## src/hdl/ssp_consts.svh

```systemverilog
`ifndef SSP_CONSTS_SVH
`define SSP_CONSTS_SVH
`define SSP_ADDR_DATA 8'h21
`define SSP_ADDR_CTRL 8'h22
`define SSP_ADDR_STAT 8'h23
`define SSP_CR_IE 7
`define SSP_CR_PE 6
`define SSP_CR_R2 5
`define SSP_CR_MS 4
`define SSP_CR_POL 3
`define SSP_CR_PHA 2
`define SSP_CR_R1 1
`define SSP_CR_R0 0
`define SSP_SR_DONE 7
`define SSP_SR_WRITE_COLLISION_FLAG 6
`define SSP_SR_MODE_FAULT_FLAG 4
`define SSP_CR_RESET 8'h00
`define SSP_DR_RESET 8'h00
`define SSP_RD_IDLE 8'h00
`define SSP_LAST_EDGE 4'hf
`define SSP_HALF_2 7'h01
`define SSP_HALF_8 7'h04
`define SSP_HALF_16 7'h08
`define SSP_HALF_32 7'h10
`define SSP_HALF_64 7'h20
`define SSP_HALF_128 7'h40
`endif

```

## src/hdl/ssp_pkg.sv

```systemverilog
package ssp_pkg;

  typedef struct packed {
    logic sck;
    logic mosi;
    logic miso;
    logic ss_n;
  } ssp_pins_t;

  typedef enum logic {
    ssp_idle = 1'b0,
    ssp_xfer = 1'b1
  } ssp_xfer_st_t;

  typedef struct packed {
    logic [7:0] control_reg;
    logic transfer_done_flag;
    logic write_collision_flag;
    logic mode_fault_flag;
    logic done_armed;
    logic write_collision_flag_armed;
    logic mode_fault_flag_armed;
    logic [7:0] shreg;
    logic [7:0] rxbuf;
    logic rxbit;
    logic [3:0] edge_cnt;
    ssp_xfer_st_t st;
    logic [6:0] div_cnt;
    logic sck_lvl;
    logic sck_pin;
    ssp_pins_t sync1;
    ssp_pins_t sync2;
    logic sck_prev;
    logic [7:0] rdata;
  } ssp_state_t;

endpackage

```

## src/hdl/ssp_regs.sv

```systemverilog
`include "ssp_consts.svh"
`timescale 1ns/100ps
`default_nettype none

module ssp_regs #(
  parameter int unsigned BYTE_BITS = 8
) (
  input wire logic core_clk,
  input wire logic rst_n,
  input wire logic [7:0] reg_addr,
  input wire logic [7:0] reg_wdata,
  input wire logic reg_wr,
  input wire logic reg_rd,
  output logic [7:0] reg_rdata,
  input wire logic global_irq_mask,
  input wire logic halt_mode,
  output logic irq_req,
  input wire ssp_pkg::ssp_pins_t pin_in,
  output var ssp_pkg::ssp_pins_t pin_out,
  output var ssp_pkg::ssp_pins_t pin_oe_n
);

  if (BYTE_BITS != 8)
  begin : g_chk
    $error("ssp_regs serves 8-bit bytes only");
  end

  ssp_pkg::ssp_state_t s_r;
  ssp_pkg::ssp_state_t s_nxt;

  logic pe;
  logic ms;
  logic pha;
  logic active_master;
  logic active_slave;
  logic [6:0] half;
  logic div_tick;
  logic edge_now;
  logic rx_in;
  logic busy;
  logic dr_wr;
  logic dr_rd;
  logic cr_wr;
  logic sr_acc;
  logic sr_rd;
  logic mode_fault;

  function automatic logic [6:0] half_of(input logic [2:0] r);
    logic [6:0] h;
    h = `SSP_HALF_128;
    unique case (r)
      3'h4: h = `SSP_HALF_2;
      3'h0: h = `SSP_HALF_8;
      3'h1: h = `SSP_HALF_16;
      3'h6: h = `SSP_HALF_32;
      3'h2: h = `SSP_HALF_64;
      3'h3: h = `SSP_HALF_128;
      // Unlisted codes run at the slowest rate
      default: h = `SSP_HALF_128;
    endcase
    return h;
  endfunction

  assign pe = s_r.control_reg[`SSP_CR_PE];
  assign ms = s_r.control_reg[`SSP_CR_MS];
  assign pha = s_r.control_reg[`SSP_CR_PHA];
  assign active_master = pe & ms;
  assign active_slave = pe & ~ms & ~s_r.sync2.ss_n;
  assign half = half_of({s_r.control_reg[`SSP_CR_R2], s_r.control_reg[`SSP_CR_R1],
                         s_r.control_reg[`SSP_CR_R0]});
  assign div_tick = (s_r.div_cnt == half - 7'h01);
  // Slave edges come from the synchronised pin, master edges from the divider
  assign edge_now = ms ? (active_master & (s_r.st == ssp_pkg::ssp_xfer) & div_tick)
                       : (active_slave & (s_r.sync2.sck ^ s_r.sck_prev));
  assign rx_in = ms ? s_r.sync2.miso : s_r.sync2.mosi;
  // First-edge capture slave is committed as soon as select goes low
  assign busy = (s_r.st == ssp_pkg::ssp_xfer) | (active_slave & ~pha);
  assign dr_wr = reg_wr & (reg_addr == `SSP_ADDR_DATA);
  assign dr_rd = reg_rd & (reg_addr == `SSP_ADDR_DATA);
  assign cr_wr = reg_wr & (reg_addr == `SSP_ADDR_CTRL);
  assign sr_rd = reg_rd & (reg_addr == `SSP_ADDR_STAT);
  assign sr_acc = (reg_rd | reg_wr) & (reg_addr == `SSP_ADDR_STAT);
  assign mode_fault = active_master & ~s_r.sync2.ss_n;

  always_comb
  begin
    logic cap;
    logic [7:0] fin;
    logic clr_done;
    logic clr_write_collision_flag;
    logic clr_mode_fault_flag;
    cap = 1'b0;
    fin = 8'h00;
    clr_done = 1'b0;
    clr_write_collision_flag = 1'b0;
    clr_mode_fault_flag = 1'b0;
    s_nxt = s_r;
    s_nxt.sync1 = pin_in;
    s_nxt.sync2 = s_r.sync1;
    s_nxt.sck_prev = s_r.sync2.sck;
    s_nxt.rdata = `SSP_RD_IDLE;
    // Halt freezes everything but the pin synchronisers and the read data, which returns to idle
    if (!halt_mode)
    begin
      if (reg_rd)
      begin
        unique case (reg_addr)
          `SSP_ADDR_DATA: s_nxt.rdata = s_r.rxbuf;
          `SSP_ADDR_CTRL: s_nxt.rdata = s_r.control_reg;
          `SSP_ADDR_STAT: s_nxt.rdata = {s_r.transfer_done_flag, s_r.write_collision_flag,
                                         1'b0, s_r.mode_fault_flag, 4'h0};
          default: s_nxt.rdata = `SSP_RD_IDLE;
        endcase
      end

      // Clearing sequences: arm on status access (status read for collision), fire on a data access (control write for mode fault)
      if (sr_acc && s_r.transfer_done_flag)
      begin
        s_nxt.done_armed = 1'b1;
      end
      if (sr_rd && s_r.write_collision_flag)
      begin
        s_nxt.write_collision_flag_armed = 1'b1;
      end
      if (sr_acc && s_r.mode_fault_flag)
      begin
        s_nxt.mode_fault_flag_armed = 1'b1;
      end
      clr_done = (dr_rd | dr_wr) & s_r.done_armed;
      clr_write_collision_flag = (dr_rd | dr_wr) & s_r.write_collision_flag_armed;
      clr_mode_fault_flag = cr_wr & s_r.mode_fault_flag_armed;
      if (clr_done)
      begin
        s_nxt.transfer_done_flag = 1'b0;
        s_nxt.done_armed = 1'b0;
      end
      if (clr_write_collision_flag)
      begin
        s_nxt.write_collision_flag = 1'b0;
        s_nxt.write_collision_flag_armed = 1'b0;
      end
      if (clr_mode_fault_flag)
      begin
        s_nxt.mode_fault_flag = 1'b0;
        s_nxt.mode_fault_flag_armed = 1'b0;
      end

      if (cr_wr)
      begin
        s_nxt.control_reg = reg_wdata;
        if (s_r.mode_fault_flag && !s_r.mode_fault_flag_armed)
        begin
          s_nxt.control_reg[`SSP_CR_PE] = 1'b0;
          s_nxt.control_reg[`SSP_CR_MS] = 1'b0;
        end
      end

      // Data writes: ignored while done, collide while busy, else load
      if (dr_wr && !s_r.transfer_done_flag)
      begin
        if (busy)
        begin
          s_nxt.write_collision_flag = 1'b1;
        end
        else
        begin
          s_nxt.shreg = reg_wdata;
          if (active_master)
          begin
            s_nxt.st = ssp_pkg::ssp_xfer;
            s_nxt.div_cnt = 7'h00;
            s_nxt.edge_cnt = 4'h0;
            s_nxt.sck_lvl = 1'b0;
          end
        end
      end

      if (ms && s_r.st == ssp_pkg::ssp_xfer)
      begin
        s_nxt.div_cnt = div_tick ? 7'h00 : s_r.div_cnt + 7'h01;
      end

      // Sixteen edges make eight pulses; capture and shift alternate
      if (edge_now)
      begin
        cap = (s_r.edge_cnt[0] == pha);
        s_nxt.st = ssp_pkg::ssp_xfer;
        s_nxt.edge_cnt = s_r.edge_cnt + 4'h1;
        if (ms)
        begin
          s_nxt.sck_lvl = ~s_r.sck_lvl;
        end
        if (cap)
        begin
          s_nxt.rxbit = rx_in;
        end
        else if (!(pha && s_r.edge_cnt == 4'h0))
        begin
          s_nxt.shreg = {s_r.shreg[6:0], s_r.rxbit};
        end
        if (s_r.edge_cnt == `SSP_LAST_EDGE)
        begin
          fin = cap ? {s_r.shreg[6:0], rx_in} : {s_r.shreg[6:0], s_r.rxbit};
          // Received byte stays in the shifter and echoes next time
          s_nxt.shreg = fin;
          s_nxt.st = ssp_pkg::ssp_idle;
          s_nxt.edge_cnt = 4'h0;
          s_nxt.sck_lvl = 1'b0;
          // Overrun bytes are silently dropped, nothing reports them
          if (!s_r.transfer_done_flag || clr_done)
          begin
            s_nxt.rxbuf = fin;
          end
          s_nxt.transfer_done_flag = 1'b1;
          s_nxt.done_armed = 1'b0;
        end
      end

      // Select released mid-byte abandons a slave transfer
      if (!ms && s_r.sync2.ss_n)
      begin
        s_nxt.st = ssp_pkg::ssp_idle;
        s_nxt.edge_cnt = 4'h0;
      end

      if (mode_fault)
      begin
        s_nxt.mode_fault_flag = 1'b1;
        s_nxt.mode_fault_flag_armed = 1'b0;
        s_nxt.control_reg[`SSP_CR_PE] = 1'b0;
        s_nxt.control_reg[`SSP_CR_MS] = 1'b0;
        s_nxt.st = ssp_pkg::ssp_idle;
        s_nxt.edge_cnt = 4'h0;
        s_nxt.div_cnt = 7'h00;
        s_nxt.sck_lvl = 1'b0;
      end
      s_nxt.sck_pin = s_nxt.control_reg[`SSP_CR_POL] ^ s_nxt.sck_lvl;
    end
  end

  always_ff @(posedge core_clk or negedge rst_n)
  begin
    if (!rst_n)
    begin
      s_r <= '0;
      s_r.control_reg <= `SSP_CR_RESET;
      s_r.rxbuf <= `SSP_DR_RESET;
      s_r.shreg <= `SSP_DR_RESET;
      s_r.sync1 <= '1;
      s_r.sync2 <= '1;
      s_r.rdata <= `SSP_RD_IDLE;
      s_r.st <= ssp_pkg::ssp_idle;
    end
    else
    begin
      s_r <= s_nxt;
    end
  end

  // One shared line; wait exit is the CPU's use of this request
  assign irq_req = s_r.control_reg[`SSP_CR_IE] & ~global_irq_mask &
                   (s_r.transfer_done_flag | s_r.mode_fault_flag);
  assign reg_rdata = s_r.rdata;

  assign pin_out.sck = s_r.sck_pin;
  assign pin_out.mosi = s_r.shreg[7];
  assign pin_out.miso = s_r.shreg[7];
  assign pin_out.ss_n = 1'b1;
  assign pin_oe_n.sck = ~active_master;
  assign pin_oe_n.mosi = ~active_master;
  // Slave drives its output only while selected
  assign pin_oe_n.miso = ~active_slave;
  assign pin_oe_n.ss_n = 1'b1;

endmodule // ssp_regs

`default_nettype wire

```

## config.mk

```make
export PLATFORM = sky130hd
export DESIGN_NAME = ssp_regs
export DESIGN_NICKNAME = d
export VERILOG_FILES = /design/src/hdl/ssp_pkg.sv /design/src/hdl/ssp_regs.sv
export VERILOG_INCLUDE_DIRS = /design/src /design/src/hdl
export SDC_FILE = /design/constraint.sdc
export NUM_CORES = 1
export LEC_CHECK = 0
export BUFFER_PORTS_ARGS = -buffer_cell sky130_fd_sc_hd__buf_2
export CAP_MARGIN = 5
export CORE_UTILIZATION = 55
export DETAILED_ROUTE_END_ITERATION = 10
export GPL_ROUTABILITY_DRIVEN = 0
export PLACE_DENSITY_LB_ADDON = 0.1
export SYNTH_ARGS = -nofsm -noshare
export SYNTH_HDL_FRONTEND = slang
export SYNTH_SLANG_ARGS = --single-unit
export TNS_END_PERCENT = 10
```

## constraint.sdc

```tcl
create_clock -name core_clk -period 4.7 [get_ports core_clk]
set_clock_uncertainty 0.2 [all_clocks]
set_input_delay 0.47 -clock core_clk [delete_from_list [all_inputs] [get_ports core_clk]]
set_output_delay 0.47 -clock core_clk [all_outputs]
set_load 0.05 [all_outputs]
```

==> results of run 1 <==
flip-flops by register name, summed over array words and instances, names as in the netlist:
name       cells
pin_out        2
ms             1
s_r           44
pe             1
reg_rdata      8
pha            1
s_nxt          5
report_power, final:
part	leakage (nW)	total, mW	internal (mW)	switching (mW)
logic	0.781	0.0738	0.0265	0.0474
clock network	0.132	0.634	0.419	0.215
registers	0.786	0.563	0.549	0.0141
kinds of logic after synthesis:
| logic type | share of synthesized area, % |
|---|---|
| AND/OR/NAND/NOR | 16.5 |
| adder cells (fa/ha/maj) | 1.11 |
| buffers and inverters | 8.27 |
| AO/OA/AOI/OAI | 18.8 |
| other | 0.111 |
| multiplexers | 8.38 |
| XOR/XNOR | 0.775 |
| flip-flops | 46.1 |
synthesized netlist by cell type (all sizes together) (2+ instances only):
master | n | area [µm²]
nand3b | 3 | 22.5
a31o | 2 | 17.5
and2 | 3 | 18.8
mux2 | 19 | 244
nor4 | 2 | 12.5
buf | 20 | 153
and3 | 7 | 43.8
nand4 | 5 | 31.3
a31oi | 3 | 25.0
a211oi | 5 | 42.5
dfrtp | 54 | 1350
xnor2 | 2 | 17.5
nor2 | 19 | 71.3
o22ai | 3 | 18.8
nor3b | 2 | 15.0
nand2 | 29 | 109
or4 | 2 | 15.0
nor3 | 3 | 15.0
ha | 3 | 37.5
nor4b | 2 | 17.5
nor2b | 4 | 25.0
and4 | 2 | 20.0
clkbuf | 11 | 41.3
nand2b | 4 | 25.0
nand3 | 11 | 55.1
o21ai | 26 | 149
mux2i | 4 | 40.0
o31ai | 4 | 35.0
o21a | 2 | 15.0
a32o | 3 | 30.0
a21oi | 11 | 55.1
or4b | 2 | 23.8
dfstp | 8 | 210
a22o | 3 | 26.3
a22oi | 8 | 60.1
o211ai | 5 | 37.5
a222oi | 7 | 70.1
inv | 23 | 86.3
per-layer routing:
layer	track usage (%)	vias up	routed length, µm
met5	0	-	0
met4	13.9	0	216
met3	5.34	17	336
met2	40.0	79	3510
met1	32.8	1265	3400
li1	-	1263	-
final cells by class:
| class | instances | area, µm² |
|---|---|---|
| multi-input combinational | 223 | 1550 |
| fill | 513 | 2150 |
| tap | 75 | 93.8 |
| sequential | 62 | 1560 |
| inverter | 23 | 86.3 |
| clock inverter | 6 | 133 |
| clock buffer | 10 | 138 |
| timing repair buffer | 41 | 208 |
through the flow:
| step | power (mW) | instance area [µm²] | worst slack, ns | std cells | utilization (%) |
|---|---|---|---|---|---|
| 2_1_floorplan | 0.614 | 3390 | 2.14 | 339 | - |
| 3_3_place_gp | 0.646 | 3500 | 1.84 | 424 | 59.1 |
| 3_5_place_dp | 0.648 | 3500 | 1.80 | 424 | 59.1 |
| 4_1_cts | 1.28 | 3770 | 1.88 | 440 | 63.7 |
| 5_1_grt | 1.32 | 3770 | 1.80 | 440 | 63.7 |
| 6_report | 1.27 | 3770 | 1.87 | 440 | 63.7 |
worst paths after layout:
kind                           start         to  slack, ns  cells after the start
setup / recovery             s_r[54]    s_r[39]       1.87                      6
hold / removal             pin_in[3]  s_nxt[12]       0.02                      1
setup reg to reg             s_r[54]    s_r[39]       1.87                      6
hold reg to reg             s_nxt[9]     s_r[9]       0.16                      0
max in group asynchronous      rst_n    s_r[31]       3.70                      2
min in group asynchronous      rst_n    s_r[61]       0.09                      2
worst reg2reg max path: stages (launching register included):
cell and delay (ns):
dfrtp_1 0.45, or4b_1 0.56, a211oi_2 0.30, o21ai_2 0.13
o21ai_4 0.31, and4_4 0.42, mux2_4 0.33
==> metrics, run 1 <==
run status=completed; Initial Util=57.2%; Rows=28; Ant. Diodes=0; Worst path max stage delay=0.56 ns; FMAX=354 MHz; setup repair bufs after CTS=0; WL/cell=17.0 µm; Crit-path slowest cell=or4b_1; I/O pin cnt=43; Worst-Skew Late Latency=0.35 ns; Pleak=1.70 nW; most common cell after layout, fill and taps aside=dfrtp_1; fin crit period=2.83 ns; post-DP HPWL=5.27 mm; Net count, final=389; worst hold slack=0.0209 ns; initial antenna violation count=0; Unique masters post-synth=61; cts bufs inserted=9; DR vias=2,624; peak supply drop=250 µV; Tot GR Track Use=25.5%; Tcrit/Tclk final=60.2%; CP Cell Sequence=or4b_1 > a211oi_2 > o21ai_2 > o21ai_4 > and4_4 > mux2_4; Yosys reg bits=62; RSZ-0062 raised after global routing=no; commonest register cell after synthesis=dfrtp_1; cells after synthesis=338; hold crit path type=input port to register; Critical Path RT=4.73 ns; Max Slew Vio Count=0; die area=6480 µm²; detailed-route DRC error count=0; hold_buf cts=0; drt first pass iters=8; overall die width=80.5 µm; CTS max path bufs=2; total grt overflow=0; Top delay family on crit path=simple AND/OR/NAND/NOR gates; largest net degree at the start of global routing=63; cell area power density=337 nW/µm²; sequential element share of the synthesized area=46.1%; syn avg cell area=10.0 µm²; first-pass GRT wire length=12.2 mm; antenna viol nets, final=0; Port Buffers=40; Worst Path Max Fanout=8; Yosys Warn Count=0; Worst-path clk slew=0.08 ns; worst-margin pin slew=0.784 ns; EDFF count, synth=0; post_cts resized=0; crit path DAT=2.85 ns; startpoint types=register; iteration-0 DRC count of the detailed router=168; Mapped Area=3390 µm²; fraction of layout cells with a size suffix above 1=26.0%; vias per cell=5.96; commonest cells after routing, fill and taps aside=54 x dfrtp_1, 40 x buf_2, 29 x nand2_1; Max-Cap Viols=0; Area growth syn-to-layout=11.3%; setup TNS=0 ns; Hold Fails Final Rpt=0; vias in the first global route=2,527; die height=80.5 µm; core area=5920 µm²; number of clock sinks=62; Root Driver=clkbuf_8; Slew headroom=47.8%; Synth async-reset ratio=100%; critical path type=register to register; endpoint type of the worst setup path=register; Routed Wire Length=7.46 mm; WP buf/inv=0; clock tree from TritonCTS=built; H-tree depth=3; Setup-failing EPs final=0
Note: power is estimated with default switching activity, not from simulation.
==> run 2, diff against run 1 <==
clock period = 2.95 ns   (was 4.7 ns; I/O delays follow)
==> run 2 against run 1 <==
Against the previous run: via count up 2.6%; critical path depth is the same; cell area up 2.8%; die area is the same; sequential cell count did not move; wire length grew 2.1%; fmax grew 1.7%; final cell count grew 3.6%; largest cell class unchanged.
==> metrics, run 2 (synthesis gave the netlist of run 1 again) <==
antenna viol nets, final=0 (unchanged); peak supply drop=342 µV (+37%); commonest cells after routing, fill and taps aside=54 x dfrtp_1, 40 x buf_2, 29 x nand2_1; endpoint type of the worst setup path=register; reg2reg start=s_r[59]; Crit-path slowest cell=dfrtp_1; overall die width=80.5 µm (unchanged); Max-Cap Viols=0 (unchanged); fraction of layout cells with a size suffix above 1=26.8% (+0.74 points); max reg flops=44 (unchanged); Max Slew Vio Count=0 (unchanged); multi-input logic area=1550 µm² (unchanged); r2r setup slk=0.17 ns (-1.70 ns); Top delay family on crit path=simple AND/OR/NAND/NOR gates; RSZ-0062 raised after global routing=no; most common cell after layout, fill and taps aside=dfrtp_1; Worst Path Max Fanout=10 (+2); H-tree depth=3 (unchanged); CTS max path bufs=2 (unchanged); fin crit period=2.78 ns (-0.0485 ns); hold_sp=reg_wdata[2]; cts bufs inserted=9 (unchanged); startpoint types=register; setup TNS=0 ns (unchanged); detailed-route DRC error count=0 (unchanged); Rows=28 (unchanged); cell area power density=488 nW/µm² (+45%); core area=5920 µm² (unchanged); post-DP HPWL=5.54 mm (+5.1%); Setup-failing EPs final=0 (unchanged); I/O pin cnt=43 (unchanged); crit path DAT=2.80 ns (-0.05 ns); Net count, final=405 (+4.1%); Tot GR Track Use=26.1% (+0.55 points); drt first pass iters=5 (-3); die area=6480 µm² (unchanged); DR vias=2,692 (+2.6%); Total Power=1.89 mW (+49%); WP buf/inv=0 (unchanged); Area growth syn-to-layout=14.4%; run status=completed; Worst Hold Path Cells=2 (+1); Core Util, Final=65.5% (+1.8 points); critical path type=register to register; Port Buffers=40 (unchanged); Slew headroom=50.5% (+2.7 points); reg2reg path depth=6 (unchanged); Tcrit/Tclk final=94.2% (+34 points); Routed Wire Length=7.62 mm (+2.1%); hold crit path type=input port to register; FMAX=360 MHz (+1.7%); CP Cell Sequence=or4b_1 > a211oi_2 > o21ai_2 > o21ai_4 > and4_4 > mux2_4; WL/cell=16.7 µm (-1.5%); Pleak=1.76 nW (+3.4%); worst r2r dst=s_r[39]; worst-margin pin slew=0.739 ns (-0.0442 ns); initial antenna violation count=0 (unchanged); vias per cell=5.90 (-1.0%); worst setup margin=0.171 ns (-1.70 ns); Filler Cells Inserted=487 (-5.1%); number of clock sinks=62 (unchanged); first-pass GRT wire length=12.6 mm (+3.7%); Worst-Skew Late Latency=0.34 ns (about the same); Register Area=1560 µm² (unchanged); total grt overflow=0 (unchanged); Initial Util=57.2% (unchanged); iteration-0 DRC count of the detailed router=177 (+5.4%); Root Driver=clkbuf_8; Worst-path clk slew=0.07 ns (about the same); Hold Fails Final Rpt=0 (unchanged); pre-CTS WS=0.184 ns (-1.62 ns); die height=80.5 µm (unchanged); vias in the first global route=2,568 (+1.6%); Worst path max stage delay=0.52 ns (-0.04 ns); Critical Path RT=2.97 ns (-1.76 ns); clock tree from TritonCTS=built; largest net degree at the start of global routing=27 (-57%); Largest Register=s_r; Ant. Diodes=0 (unchanged); WHS Endpoint=pha; post_cts resized=0 (unchanged)
## run 2: cell count changes in the layout (fill, tap and decap cells not counted)
| cell | delta |
|---|---|
| clkinv_4 | +1 |
| buf_4 | +7 |
| dlygate4sd3_1 | +9 |
| bufinv_16 | -2 |
| clkbuf_8 | +1 |
## run 2: cell type report
class	instances	area share [%]
Clock buffer	11	3.91
Clock inverter	5	2.10
Inverter	23	2.23
Multi-Input combinational cell	223	40.0
Sequential cell	62	40.3
Tap cell	75	2.42
Timing Repair Buffer	57	9.04
## run 2: worst max-delay path by stage
stage | depth (start not counted) | start | slack, ns | end
6_report | 6 | s_r[59] | 0.17 | s_r[39]
5_1_grt | 6 | s_r[54] | 0.06 | s_r[39]
4_1_cts | 6 | s_r[54] | 0.16 | s_r[39]
3_5_place_dp | 6 | s_r[54] | 0.18 | s_r[39]
3_3_place_gp | 7 | reg_addr[4] | 0.28 | s_r[21]
2_1_floorplan | 7 | s_r[54] | 0.39 | s_r[32]
## run 2: power by group
group / total, mW / switching, mW / internal [mW]
clock: 0.864 / 0.342 / 0.522
combinational: 0.132 / 0.0784 / 0.0531
sequential: 0.896 / 0.0214 / 0.875
## run 2: metal layers
layer | vias to the layer above | track usage [%] | share of wire [%]
met2 | 82 | 41.5 | 49
li1 | 1294 | - | -
met1 | 1307 | 35.3 | 46
met5 | - | 0 | 0
met3 | 9 | 4.20 | 4.0
met4 | 0 | 10.4 | 1.4
## run 2: what timing repair did
| item | in CTS | in global routing |
|---|---|---|
| setup endpoints to repair | 0 | 0 |
| endpoints found under the hold margin | 32 | 0 |
| setup buffers | 0 | 0 |
| hold buffers | 9 | 0 |
## run 2: through the flow
stage	cell area [µm²]	instances	hold slack, ns
floorplan	3390	339	-0.201
global placement	3550	431	0.110
detailed placement	3550	431	0.115
CTS	3880	456	0.00189
global route	3880	456	0.00736
finish	3880	456	0.0123
==> run 3, diff against run 2 <==
ABC_AREA = 1   (was not set)
==> run 3 against run 2 <==
Against the previous run: worst setup slack better by 0.64 ns; clock-buffer cell count is 2 higher; critical endpoint is now s_r[44]; sequential share of layout area is 1.9 points lower; register-to-register slack better by 0.64 ns; highest routed layer unchanged; core utilization is 1.4 points lower.
==> metrics, run 3 <==
Area growth syn-to-layout=12.7%; Ant. Diodes=0 (unchanged); I/O pin cnt=43 (unchanged); Max-Cap Viols=0 (unchanged); hold crit path type=input port to register; Comb pwr share=8.2% (+1.2 points); Synth top area share=37.4% (-2.4 points); die height=83.0 µm (+3.1%); peak supply drop=370 µV (+8.1%); sequential fraction of design power=48.0% (+0.6 points); antenna viol nets, final=0 (unchanged); worst-margin pin slew=0.779 ns (+0.0393 ns); Tcrit/Tclk final=72.4% (-22 points); Synth async-reset ratio=100% (unchanged); Commonest cells post-synth=124 x nand2_1, 54 x dfrtp_1, 50 x inv_1; commonest register cell after synthesis=dfrtp_1; synth top area cells=dfrtp_1 37%, nand2_1 13%, dfstp_2 5.8%, inv_1 5.2%, nand3_1 4.0%; post-DP HPWL=6.02 mm (+8.6%); Initial Util=56.8% (-0.40 points); crit path DAT=2.17 ns (-0.63 ns); CP Cell Sequence=nor2_1 > nand2_1 > nand2_1 > nand2_1 > inv_1 > nor2_2 > nand3_2 > nand2_4 > o21ai_1 > nand2_1 > nand3_1 > nand2_1; Routed Wire Length=7.97 mm (+4.7%); fin crit period=2.14 ns (-0.642 ns); overall die width=83.0 µm (+3.1%); Setup-failing EPs final=0 (unchanged); syn avg cell area=8.04 µm² (-20%); Worst-Skew Late Latency=0.34 ns (about the same); Yosys reg bits=62 (unchanged); cells after synthesis=449 (+33%); Int Pwr=1.43 mW (-1.6%); Worst-path clk slew=0.07 ns (about the same); EDFF count, synth=0 (unchanged); setup TNS=0 ns (unchanged); die area=6890 µm² (+6.3%); Yosys Warn Count=0 (unchanged); setup repair bufs after CTS=0 (unchanged); FMAX=468 MHz (+30%); clock network power share=43.9% (-1.8 points); most common cell after layout, fill and taps aside=nand2_1; number of clock sinks=62 (unchanged); Rows=29 (+3.6%); Finished Layout Cells=573 (+26%); Port Buffers=40 (unchanged); largest net degree at the start of global routing=37 (+37%); commonest cells after routing, fill and taps aside=124 x nand2_1, 54 x dfrtp_1, 50 x inv_1; most numerous cell in the Yosys netlist=nand2_1; fraction of layout cells with a size suffix above 1=21.4% (-5.4 points); cts bufs inserted=9 (unchanged); detailed-route DRC error count=0 (unchanged); run status=completed; critical path type=register to register; clock tree from TritonCTS=built; max reg flops=44 (unchanged); crit-path most repeated cell=nand2_1; drt first pass iters=4 (-1); Max Slew Vio Count=0 (unchanged); WL/cell=13.9 µm (-17%); WP buf/inv=1 (+1); DR vias=2,958 (+9.9%); worst hold slack=0.0471 ns (+0.0348 ns); Crit-path slowest cell=dfrtp_1; iteration-0 DRC count of the detailed router=122 (-31%); Mapped Area=3610 µm² (+6.5%); startpoint types=register; Design Area, Final=4070 µm² (+4.9%); Top delay family on crit path=simple AND/OR/NAND/NOR gates; Worst Path Max Fanout=14 (+4); switching power=439 µW (-0.75%); Root Driver=clkbuf_8; placed cells=547 (+27%); sequential element share of the synthesized area=43.3% (-2.8 points); Critical Path RT=2.98 ns (about the same); RSZ-0062 raised after global routing=no; vias per cell=5.16 (-13%); vias in the first global route=2,900 (+13%); sw frac=23.5% (+0.15 points); H-tree depth=3 (unchanged); first-pass GRT wire length=13.4 mm (+6.6%); initial antenna violation count=0 (unchanged); Total Power=1.87 mW (-1.4%); total grt overflow=0 (unchanged); CTS max path bufs=2 (unchanged); Unique masters post-synth=53 (-13%); cell area power density=459 nW/µm² (-6.0%); Tot GR Track Use=24.7% (-1.4 points); dominant cell type by area after synthesis=dfrtp_1; Worst path max stage delay=0.44 ns (-0.08 ns); endpoint type of the worst setup path=register; Slew headroom=48.0% (-2.5 points); Largest Register=s_r; Hold Fails Final Rpt=0 (unchanged); Net count, final=520 (+28%); core area=6350 µm² (+7.2%); Pleak=2.06 nW (+17%); placed instance area=3750 µm² (+5.6%)
-- run 3: changes by cell type after synthesis, moves of 7 or more --
cell and change:
mux2_2 -11, a222oi_1 -7, a22oi_1 -7, nand2_1 +95
o21ai_1 +14, inv_1 +27, mux2_4 -8, nand3_1 +18
nor2_1 +15, and3_1 -7, clkbuf_1 -9
-- run 3: layout make-up --
cell class	instances	area, µm²
fill	545	2280
multi-input combinational	307	1640
sequential	62	1560
timing repair buffer	54	330
inverter	57	219
clock buffer	13	149
tap	77	96.3
clock inverter	3	67.6
-- run 3: worst min-delay path: cells and delay by family --
kind / cells / cell delay, ns
buf+inv: 2 / 0.17
compound gates: 1 / 0.08
-- run 3: final timing paths --
kind                              start  slack [ns]        end  cells past startpoint
max in group asynchronous         rst_n        1.85  s_nxt[12]                      3
min reg2reg                   s_nxt[11]        0.16    s_r[11]                      0
min in group asynchronous         rst_n        0.06     s_r[8]                      2
min                        reg_wdata[4]        0.05         ms                      3
max                             s_r[54]        0.81    s_r[44]                     12
max reg2reg                     s_r[54]        0.81    s_r[44]                     12
-- run 3: cell families after synthesis --
family / synth area share (%)
fa+ha+maj: 1.04
xor+xnor: 1.70
compound gates: 13.2
other cells: 0.104
flops: 43.3
simple gates: 29.4
buf+inv: 11.3
-- run 3: metal layers --
layer / global-route usage (%) / wire [µm]
met5: 0 / 0
met3: 5.57 / 388
met4: 9.72 / 110
met2: 41.7 / 3830
met1: 30.8 / 3650
-- run 3: stage by stage --
step	util, %	worst slack (ns)
global placement	59.1	0.891
floorplan	-	0.854
finish	64.1	0.813
global route	64.1	0.683
CTS	64.1	0.848
detailed placement	59.1	0.852
-- run 3: power groups by stage --
stage          Sequential (mW)  Clock (mW)  Combinational, mW
2_1_floorplan            0.905           0             0.0944
3_3_place_gp             0.909           0              0.142
3_5_place_dp             0.909           0              0.143
4_1_cts                  0.894       0.838              0.154
5_1_grt                  0.897       0.870              0.171
6_report                 0.895       0.819              0.152
-- run 3: repair_timing --
| action | in CTS | in global routing |
|---|---|---|
| hold endpoints to repair | 63 | 0 |
| hold buffers | 10 | 0 |
| resized for setup | 0 | 0 |
